`src/logic/card_cmd_pkg.sv`:
```
// constants and types shared by the card file access command logic
package card_cmd_pkg;

    // command kinds, decoded from the instruction byte by the link layer
    typedef enum logic [1:0] {
        OP_STATUS,
        OP_TREAD,
        OP_TUPDATE,
        OP_RREAD
    } op_e;

    // object the link layer must send after a status query
    typedef enum logic [1:0] {
        OBJ_NONE,
        OBJ_CTRL_PARAMS,
        OBJ_NAME
    } obj_e;

    // file sizes
    localparam int TF_SIZE = 256;
    localparam int NREC = 8;
    localparam int RLEN = 8;
    localparam logic [8:0] TF_SIZE_W = 9'h100;
    localparam logic [3:0] NREC_W = 4'h8;
    localparam logic [8:0] RLEN_W = 9'h008;
    localparam logic [8:0] LE_MAX = 9'h100;

    // parameter field codes
    localparam logic [7:0] P_STAT_NONE = 8'h00;
    localparam logic [7:0] P_STAT_INIT = 8'h01;
    localparam logic [7:0] P_STAT_TERM = 8'h02;
    localparam logic [7:0] P_OBJ_SEL = 8'h00;
    localparam logic [7:0] P_OBJ_NAME = 8'h01;
    localparam logic [7:0] P_OBJ_NONE = 8'h0C;
    localparam logic [2:0] M_NEXT = 3'h2;
    localparam logic [2:0] M_PREV = 3'h3;
    localparam logic [2:0] M_ABS = 3'h4;
    localparam logic [4:0] SID_RESERVED = 5'h1F;

    // status words
    localparam logic [15:0] SW_OK = 16'h9000;
    localparam logic [15:0] SW_BAD_P = 16'h6A86;
    localparam logic [15:0] SW_NO_FILE = 16'h6A82;
    localparam logic [15:0] SW_NO_REC = 16'h6A83;
    localparam logic [15:0] SW_RANGE = 16'h6B00;
    localparam logic [15:0] SW_ACCESS = 16'h6982;
    localparam logic [15:0] SW_WRONG_LEN = 16'h6700;

    // reset values
    localparam logic [1:0] APP_RST = 2'h0;

endpackage

```
`src/logic/card_file_access.sv`:
```
// card side executor for status, transparent and record read commands
// Notes on behaviour
// - status first parameter: 0 no indication, 1 initialised, 2 terminating
// - status second parameter: 0 select answer, 1 name object, 0x0C none
// - transparent read returns bytes of current file when read allowed
// - first byte bit8 clear: bits7-1 high offset, second byte low offset
// - bit8 set, bits7-6 clear: bits5-1 short id, second byte offset
// - transparent read returns exactly expected-length bytes, no command data
// - transparent update overwrites bytes from offset when update allowed
// - update decodes parameters as read; data length gives byte count
// - record read returns one whole record when read allowed
// - failed record read leaves record pointer alone
// - current and absolute modes read without moving the pointer
// - next mode increments first; unset pointer reads first record
// - next at last record of linear file: pointer kept, no data
// - next at last record of cyclic file wraps to first
// - previous mode decrements first; unset pointer reads last record
// - previous at first record of linear file: pointer kept, no data
// - previous at first record of cyclic file wraps to last
// - record read bits8-4: zero current file, else short id 1 to 30
// - mode bits: 010 next, 011 previous, 100 absolute, or current when record number is zero; other modes rejected
`timescale 1ns/100ps
`default_nettype none
module card_file_access
    import card_cmd_pkg::*;
(
    // clock and reset
    input wire logic clk,
    input wire logic rst,
    // command header
    input wire logic cmd_valid,
    input wire op_e cmd_op,
    input wire logic [7:0] cmd_p1,
    input wire logic [7:0] cmd_p2,
    input wire logic [7:0] cmd_len,
    // selected file and access conditions
    input wire logic sel_change,
    input wire logic sel_transparent,
    input wire logic sel_record,
    input wire logic rec_cyclic,
    input wire logic [4:0] tf_short_id,
    input wire logic [4:0] rf_short_id,
    input wire logic read_ok,
    input wire logic update_ok,
    // record content loading
    input wire logic rec_load_valid,
    input wire logic [5:0] rec_load_addr,
    input wire logic [7:0] rec_load_data,
    // update data in
    input wire logic wr_valid,
    input wire logic [7:0] wr_data,
    output logic wr_ready,
    // response data out
    output logic rd_valid,
    output logic [7:0] rd_data,
    // completion
    output logic busy,
    output logic done,
    output logic [15:0] sw,
    output logic [1:0] app_state,
    output obj_e status_obj,
    output logic [3:0] rec_ptr,
    output logic rec_ptr_set
);

    ////////////////////////////////////////////////////////////////////////
    typedef enum logic [1:0] {
        ST_IDLE,
        ST_TRD,
        ST_TWR,
        ST_RRD
    } st_e;

    typedef struct packed {
        st_e st;
        logic [8:0] addr;
        logic [8:0] cnt;
        logic [3:0] ptr;
        logic ptr_set;
        logic [1:0] app;
        obj_e obj;
        logic [15:0] sw;
        logic done;
        logic busy;
        logic rd_valid;
        logic [7:0] rd_data;
        logic wr_ready;
    } state_s;

    state_s r_q, r_d;
    logic [7:0] tmem [TF_SIZE];
    logic [7:0] rmem [NREC*RLEN];

    ////////////////////////////////////////////////////////////////////////
    always_comb begin
        logic [14:0] off;
        logic [8:0] len;
        logic [4:0] sid;
        logic [3:0] tgt;
        logic pok;
        logic fok;
        logic rok;
        logic [15:0] err;
        off = '0;
        len = '0;
        sid = '0;
        tgt = '0;
        pok = 1'b1;
        fok = 1'b0;
        rok = 1'b1;
        err = SW_OK;
        r_d = r_q;
        r_d.done = 1'b0;
        r_d.rd_valid = 1'b0;
        if (sel_change) begin
            r_d.ptr_set = 1'b0;
        end
        case (r_q.st)
        ST_IDLE: begin
            if (cmd_valid) begin
                if (cmd_op == OP_STATUS) begin
                    if (cmd_p1 > P_STAT_TERM) begin
                        err = SW_BAD_P;
                    end else if (cmd_p2 == P_OBJ_SEL) begin
                        r_d.obj = OBJ_CTRL_PARAMS;
                    end else if (cmd_p2 == P_OBJ_NAME) begin
                        r_d.obj = OBJ_NAME;
                    end else if (cmd_p2 == P_OBJ_NONE) begin
                        r_d.obj = OBJ_NONE;
                    end else begin
                        err = SW_BAD_P;
                    end
                    if (err == SW_OK) begin
                        r_d.app = cmd_p1[1:0];
                    end
                    r_d.sw = err;
                    r_d.done = 1'b1;
                end else if (cmd_op != OP_RREAD) begin
                    // both transparent commands share one decode
                    if (!cmd_p1[7]) begin
                        off = {cmd_p1[6:0], cmd_p2};
                        fok = sel_transparent;
                    end else if (cmd_p1[6:5] == 2'b00) begin
                        off = {7'h00, cmd_p2};
                        fok = (cmd_p1[4:0] == tf_short_id);
                    end else begin
                        pok = 1'b0;
                    end
                    // zero expected length asks for the maximum
                    if (cmd_op == OP_TREAD && cmd_len == 8'h00) begin
                        len = LE_MAX;
                    end else begin
                        len = {1'b0, cmd_len};
                    end
                    if (!pok) begin
                        err = SW_BAD_P;
                    end else if (!fok) begin
                        err = SW_NO_FILE;
                    end else if (cmd_op == OP_TREAD && !read_ok) begin
                        err = SW_ACCESS;
                    end else if (cmd_op == OP_TUPDATE && !update_ok) begin
                        err = SW_ACCESS;
                    end else if (len == 9'h000) begin
                        err = SW_WRONG_LEN;
                    end else if ({1'b0, off} + {7'h00, len} >
                                 {7'h00, TF_SIZE_W}) begin
                        err = SW_RANGE;
                    end
                    if (err != SW_OK) begin
                        r_d.sw = err;
                        r_d.done = 1'b1;
                    end else begin
                        r_d.addr = off[8:0];
                        r_d.cnt = len;
                        r_d.busy = 1'b1;
                        if (cmd_op == OP_TREAD) begin
                            r_d.st = ST_TRD;
                        end else begin
                            r_d.st = ST_TWR;
                            r_d.wr_ready = 1'b1;
                        end
                    end
                end else begin
                    sid = cmd_p2[7:3];
                    if (sid == 5'h00) begin
                        fok = sel_record;
                    end else if (sid == SID_RESERVED) begin
                        pok = 1'b0;
                    end else begin
                        fok = (sid == rf_short_id);
                    end
                    case (cmd_p2[2:0])
                    M_NEXT: begin
                        if (!r_q.ptr_set) begin
                            tgt = 4'h1;
                        end else if (r_q.ptr == NREC_W) begin
                            tgt = 4'h1;
                            rok = rec_cyclic;
                        end else begin
                            tgt = r_q.ptr + 4'h1;
                        end
                    end
                    M_PREV: begin
                        if (!r_q.ptr_set) begin
                            tgt = NREC_W;
                        end else if (r_q.ptr == 4'h1) begin
                            tgt = NREC_W;
                            rok = rec_cyclic;
                        end else begin
                            tgt = r_q.ptr - 4'h1;
                        end
                    end
                    M_ABS: begin
                        if (cmd_p1 == 8'h00) begin
                            tgt = r_q.ptr;
                            rok = r_q.ptr_set;
                        end else begin
                            tgt = cmd_p1[3:0];
                            rok = (cmd_p1 <= {4'h0, NREC_W});
                        end
                    end
                    default: pok = 1'b0;
                    endcase
                    if (!pok) begin
                        err = SW_BAD_P;
                    end else if (!fok) begin
                        err = SW_NO_FILE;
                    end else if (!read_ok) begin
                        err = SW_ACCESS;
                    end else if (cmd_len != 8'h00 &&
                                 {1'b0, cmd_len} != RLEN_W) begin
                        err = SW_WRONG_LEN;
                    end else if (!rok) begin
                        err = SW_NO_REC;
                    end
                    if (err != SW_OK) begin
                        // pointer untouched on every failure
                        r_d.sw = err;
                        r_d.done = 1'b1;
                    end else begin
                        if (cmd_p2[2:0] != M_ABS) begin
                            r_d.ptr = tgt;
                            r_d.ptr_set = 1'b1;
                        end
                        r_d.addr = 9'((tgt - 4'h1) * RLEN);
                        r_d.cnt = RLEN_W;
                        r_d.busy = 1'b1;
                        r_d.st = ST_RRD;
                    end
                end
            end
        end
        ST_TRD, ST_RRD: begin
            // the sink has no stall: one byte leaves every cycle
            r_d.rd_valid = 1'b1;
            if (r_q.st == ST_TRD) begin
                r_d.rd_data = tmem[r_q.addr[7:0]];
            end else begin
                r_d.rd_data = rmem[r_q.addr[5:0]];
            end
            r_d.addr = r_q.addr + 9'h001;
            r_d.cnt = r_q.cnt - 9'h001;
            if (r_q.cnt == 9'h001) begin
                r_d.st = ST_IDLE;
                r_d.busy = 1'b0;
                r_d.done = 1'b1;
                r_d.sw = SW_OK;
            end
        end
        ST_TWR: begin
            if (wr_valid && r_q.wr_ready) begin
                r_d.addr = r_q.addr + 9'h001;
                r_d.cnt = r_q.cnt - 9'h001;
                if (r_q.cnt == 9'h001) begin
                    r_d.wr_ready = 1'b0;
                    r_d.st = ST_IDLE;
                    r_d.busy = 1'b0;
                    r_d.done = 1'b1;
                    r_d.sw = SW_OK;
                end
            end
        end
        default: r_d.st = ST_IDLE;
        endcase
    end

    ////////////////////////////////////////////////////////////////////////
    always_ff @(posedge clk) begin
        if (rst) begin
            r_q <= '{st: ST_IDLE, app: APP_RST, obj: OBJ_NONE,
                     sw: SW_OK, default: '0};
        end else begin
            r_q <= r_d;
        end
    end

    // file contents keep no reset; a reset must not erase stored data
    always_ff @(posedge clk) begin
        if (r_q.st == ST_TWR && wr_valid && r_q.wr_ready) begin
            tmem[r_q.addr[7:0]] <= wr_data;
        end
        if (rec_load_valid) begin
            rmem[rec_load_addr] <= rec_load_data;
        end
    end

    ////////////////////////////////////////////////////////////////////////
    assign wr_ready = r_q.wr_ready;
    assign rd_valid = r_q.rd_valid;
    assign rd_data = r_q.rd_data;
    assign busy = r_q.busy;
    assign done = r_q.done;
    assign sw = r_q.sw;
    assign app_state = r_q.app;
    assign status_obj = r_q.obj;
    assign rec_ptr = r_q.ptr;
    assign rec_ptr_set = r_q.ptr_set;

endmodule
`default_nettype wire

```
`config.mk`:
```
export PLATFORM = sky130hd
export DESIGN_NAME = card_file_access
export DESIGN_NICKNAME = d
export VERILOG_FILES = /design/src/logic/card_cmd_pkg.sv /design/src/logic/card_file_access.sv
export SDC_FILE = /design/constraint.sdc
export NUM_CORES = 2
export LEC_CHECK = 0
export ABC_CLOCK_PERIOD_IN_PS = 4800
export BUFFER_PORTS_ARGS = -buffer_cell sky130_fd_sc_hd__buf_2
export CAP_MARGIN = 20
export CORE_MARGIN = 2
export CORE_UTILIZATION = 60
export DETAILED_ROUTE_END_ITERATION = 16
export GPL_TIMING_DRIVEN = 0
export PLACE_DENSITY = 0.76
export RECOVER_POWER = 25
export SETUP_SLACK_MARGIN = 0.2
export SYNTH_ARGS = -nofsm -noshare
export SYNTH_HDL_FRONTEND = slang
export SYNTH_SLANG_ARGS = --single-unit
```
`constraint.sdc`:
```
create_clock -name clk -period 4.8 [get_ports clk]
set_clock_uncertainty 0.05 [all_clocks]
set_input_delay 0 -clock clk [delete_from_list [all_inputs] [get_ports clk]]
set_output_delay 0 -clock clk [all_outputs]
set_load 0.05 [all_outputs]
```
==> flow_summary_export.csv <==
group,metric,value,unit
status,outcome,"finished, violations left",
status,violations,"max-capacitance violations, max-slew violations",
clocking,clockBufferDepth,4,
synth,syn-mean-instance-area,22.12,µm²
die,die_h,419.0,µm
critical_path,critPathArrivalTime,5440,ps
grt,grt_pass1_vias,53027,
route,drt-initial-drc-count,8660,
die,fp.dieW,419.0,µm
placed_design,port_buffers,94,
clocking,cts.clk_slew.worst_paths,70,ps
power,net-switching-power,9.446,mW
power,p_leak,35.36,nW
die,pin_count,106,
power,pwr-share-comb,2.4,%
grt,grt_util_all_layers,31.59,%
worst_hold_path,min_from,"rf_short_id[0]",
die,initial_core_util,60.30,%
timing,hold_viol_final,0,
clocking,clock_tree.root_cell,"clkbuf_16",
die,dieArea,175500,µm²
critical_path,cp_common_cell,"mux4_2",
critical_path,path_max_fanout,10,
route,avgRoutedWirePerCell,35.70,µm
synth,ys_ff_latch,2624,
clocking,cts_tree,"done",
synth,synth-simple-area-share,2.579,%
final_layout,final_common_cell,"edfxtp_1",
critical_path,worst-path-buf-inv,3,
critical_path,crit_path_top_delay_cell,"clkdlybuf4s18_2",
clocking,insertion_delay,940,ps
final_layout,layout_common_cells,"edfxtp_1 (2560), mux4_2 (840), nor2_1 (368)",
synth,ys.flop_type,"edfxtp_1",
grt,grt_max_degree,161,
grt,grt.overflow.total,0,
worst_hold_path,min-delay-path-class,"input port to register",
final_layout,multi_input_area,23700,µm²
power,clkPwrFrac,44.3,%
critical_path,slowest_delay,590,ps
power,total_power,47.32,mW
worst_hold_path,hold_path_depth,8,
synth,synth_edf_count,2560,
final_layout,syn2layout_area_growth,13.24,%
synth,synth_mux_area_share,18.36,%
route,totalWireLength,274.3,mm
run,drv_cap,17,
synth,synth_top_family_by_area,"multiplexers",
timing,slew_headroom,-245.6,%
timing,slew_violations,1301,
power,internal_power,37.87,mW
critical_path,crit_type,"register to register",
timing,period_share,98.99,%
route,drtAntennaViolNets,0,
timing,setup_viol,0,
power,netSwitchingFraction,19.96,%
route,vias_per_cell,6.979,
synth,ys_warn_count,0,
synth,synth_top_area_share,74.40,%
synth,netlist_instances,4672,
timing,max_freq,210.5,MHz
synth,synthAdderAreaFrac,0.2858,%
timing,fin_hold_ws,66.05,ps
final_layout,seq_area,78160,µm²
final_layout,nets,5265,
die,rows,152,
power,power_frac_seq,53.3,%
placed_design,dp_hpwl,166.6,mm
synth,yosys.area.top_type,"edfxtp_1",
timing,worstMarginPinSlew,5184,ps
timing,period_needed,4751,ps
critical_path,cp.depth,10,
placed_design,gp_congestion,0.9459,
die,core_area,171400,µm²
critical_path,crit_chain,"buf_2 > clkbuf_2 > clkdlybuf4s18_2 > mux4_2 > mux4_2 > mux4_2 > a22oi_1 > nand2_1 > a221oi_1 > a211oi_1",
clocking,post_cts_buffers,0,
synth,synthXorXnorAreaFrac,0.2458,%
clocking,clock_sink_count,2624,
critical_path,rr_worst_depth,10,
final_layout,drive_gt1_share,27.83,%
power,p_per_area,404.4,nW/µm²
critical_path,cpLargestDelayFamily,"multiplexers",
synth,synth_compound_area_share,1.434,%
critical_path,startpoint_type,"register",
power,irDropWorstVdd,0.4299,mV
timing,fin_tns_setup,0,ps
route,drt_drc_violations_left,0,
grt,grt_pass1_wl,386.4,mm
synth,synth_area,103300,µm²
synth,synthTopCellsByArea,"edfxtp_1 (74%), mux4_2 (18%), nor2_1 (1.3%)",
grt,grt_antenna_before_repair,17,
synth,synth-async-reset-ratio,0,%
synth,synth-seq-area-share,75.64,%
route,vias,53619,
critical_path,crit_required,5490,ps
timing,grt_setup_unrepaired,"true",
synth,syn_nets,4764,
critical_path,end_kind,"register",
clocking,cts_buffers,274,
route,first_pass_iters,7,
synth,synth_cell_type_count,69,
clocking,htree_levels,5,
final_layout,fill_cells,10041,
[stage by stage]
stage | cell area [µm²] | utilization [%] | worst slack [ps] | cells
5_1_grt | 117000 | 68.27 | 125.2 | 7672
6_report | 117000 | 68.28 | 48.63 | 7683
3_3_place_gp | 106700 | 62.26 | -577.3 | 7076
2_1_floorplan | 103300 | - | 1309 | 4672
3_5_place_dp | 107200 | 62.55 | -186.9 | 7095
4_1_cts | 116900 | 68.22 | 200.1 | 7659
[worst register-to-register path, stage by stage (launching register included)]
cell and delay, ps:
dfxtp_1 310, buf_2 520, clkbuf_2 410, clkdlybuf4s18_2 590
mux4_2 440, mux4_2 510, mux4_2 590, a22oi_1 420
nand2_1 290, a221oi_1 310, a211oi_1 140
[cells in the mapped netlist (all sizes together), types with 9 or more instances]
library cell	n
edfxtp	2560
mux4	840
nor2	370
clkbuf	164
buf	141
nand2	90
dfxtp	64
a21oi	43
o21ai	34
nand3	30
inv	24
and2	22
ha	22
a211oi	21
xnor2	20
a22oi	19
nor2b	18
nand4	14
nand2b	11
nor3	11
a221oi	10
xor2	9
[power by group through the flow]
stage / sequential (mW) / combinational [mW] / clock (mW)
6_report: 25.2 / 1.13 / 21.0
3_5_place_dp: 25.7 / 1.04 / 0
4_1_cts: 25.2 / 1.10 / 21.0
5_1_grt: 25.2 / 1.18 / 21.9
2_1_floorplan: 25.7 / 0.424 / 0
3_3_place_gp: 25.7 / 0.971 / 0
[sequential cells by signal, indices dropped and copies added, names as in the netlist, named ones only]
register	count
sw	16
done	1
rd_data	8
busy	1
app_state	2
r_q	19
tmem	2048
rmem	512
rec_ptr	4
rd_valid	1
wr_ready	1
status_obj	2
rec_ptr_set	1
[path summary, 6_finish.rpt]
check                to  slack (ps)
max          rd_data[0]          50
min             r_q[51]          70
max reg2reg  rd_data[0]          50
min reg2reg       sw[3]         410
[repair_timing]
item,CTS,global route
pin swaps,0,0
setup endpoints to repair,8,34
cloned,0,0
endpoints found under the hold margin,1702,0
hold buffers,99,0
resized for setup,31,49
[layer usage]
metal,vias up,track usage [%],share of wire (%)
met5,-,0,0.022
li1,20667,-,-
met4,8,14.92,5.3
met3,784,8.292,12
met1,27930,42.67,35
met2,4230,48.87,47
[cell families (layout without fill, tap and decap cells)]
logic type	after synthesis	after routing
other	0	11
xor gates and xnor gates	29	29
and+or+nand+nor	610	610
DFF	2624	2624
AOI/OAI and AO/OA	212	212
buffers and inverters	329	1019
adders and majority gates	23	23
muxes	845	845
[area by class of cell]
type	instances	share of cell area (%)
Clock buffer	340	6.225
Buffer	305	1.327
Multi-Input combinational cell	1719	20.25
Sequential cell	2624	66.80
Inverter	24	0.07699
Antenna cell	11	0.02353
Timing Repair Buffer	225	1.649
Clock inverter	125	1.178
Tap cell	2310	2.470
(Power assumes the default switching activity.)
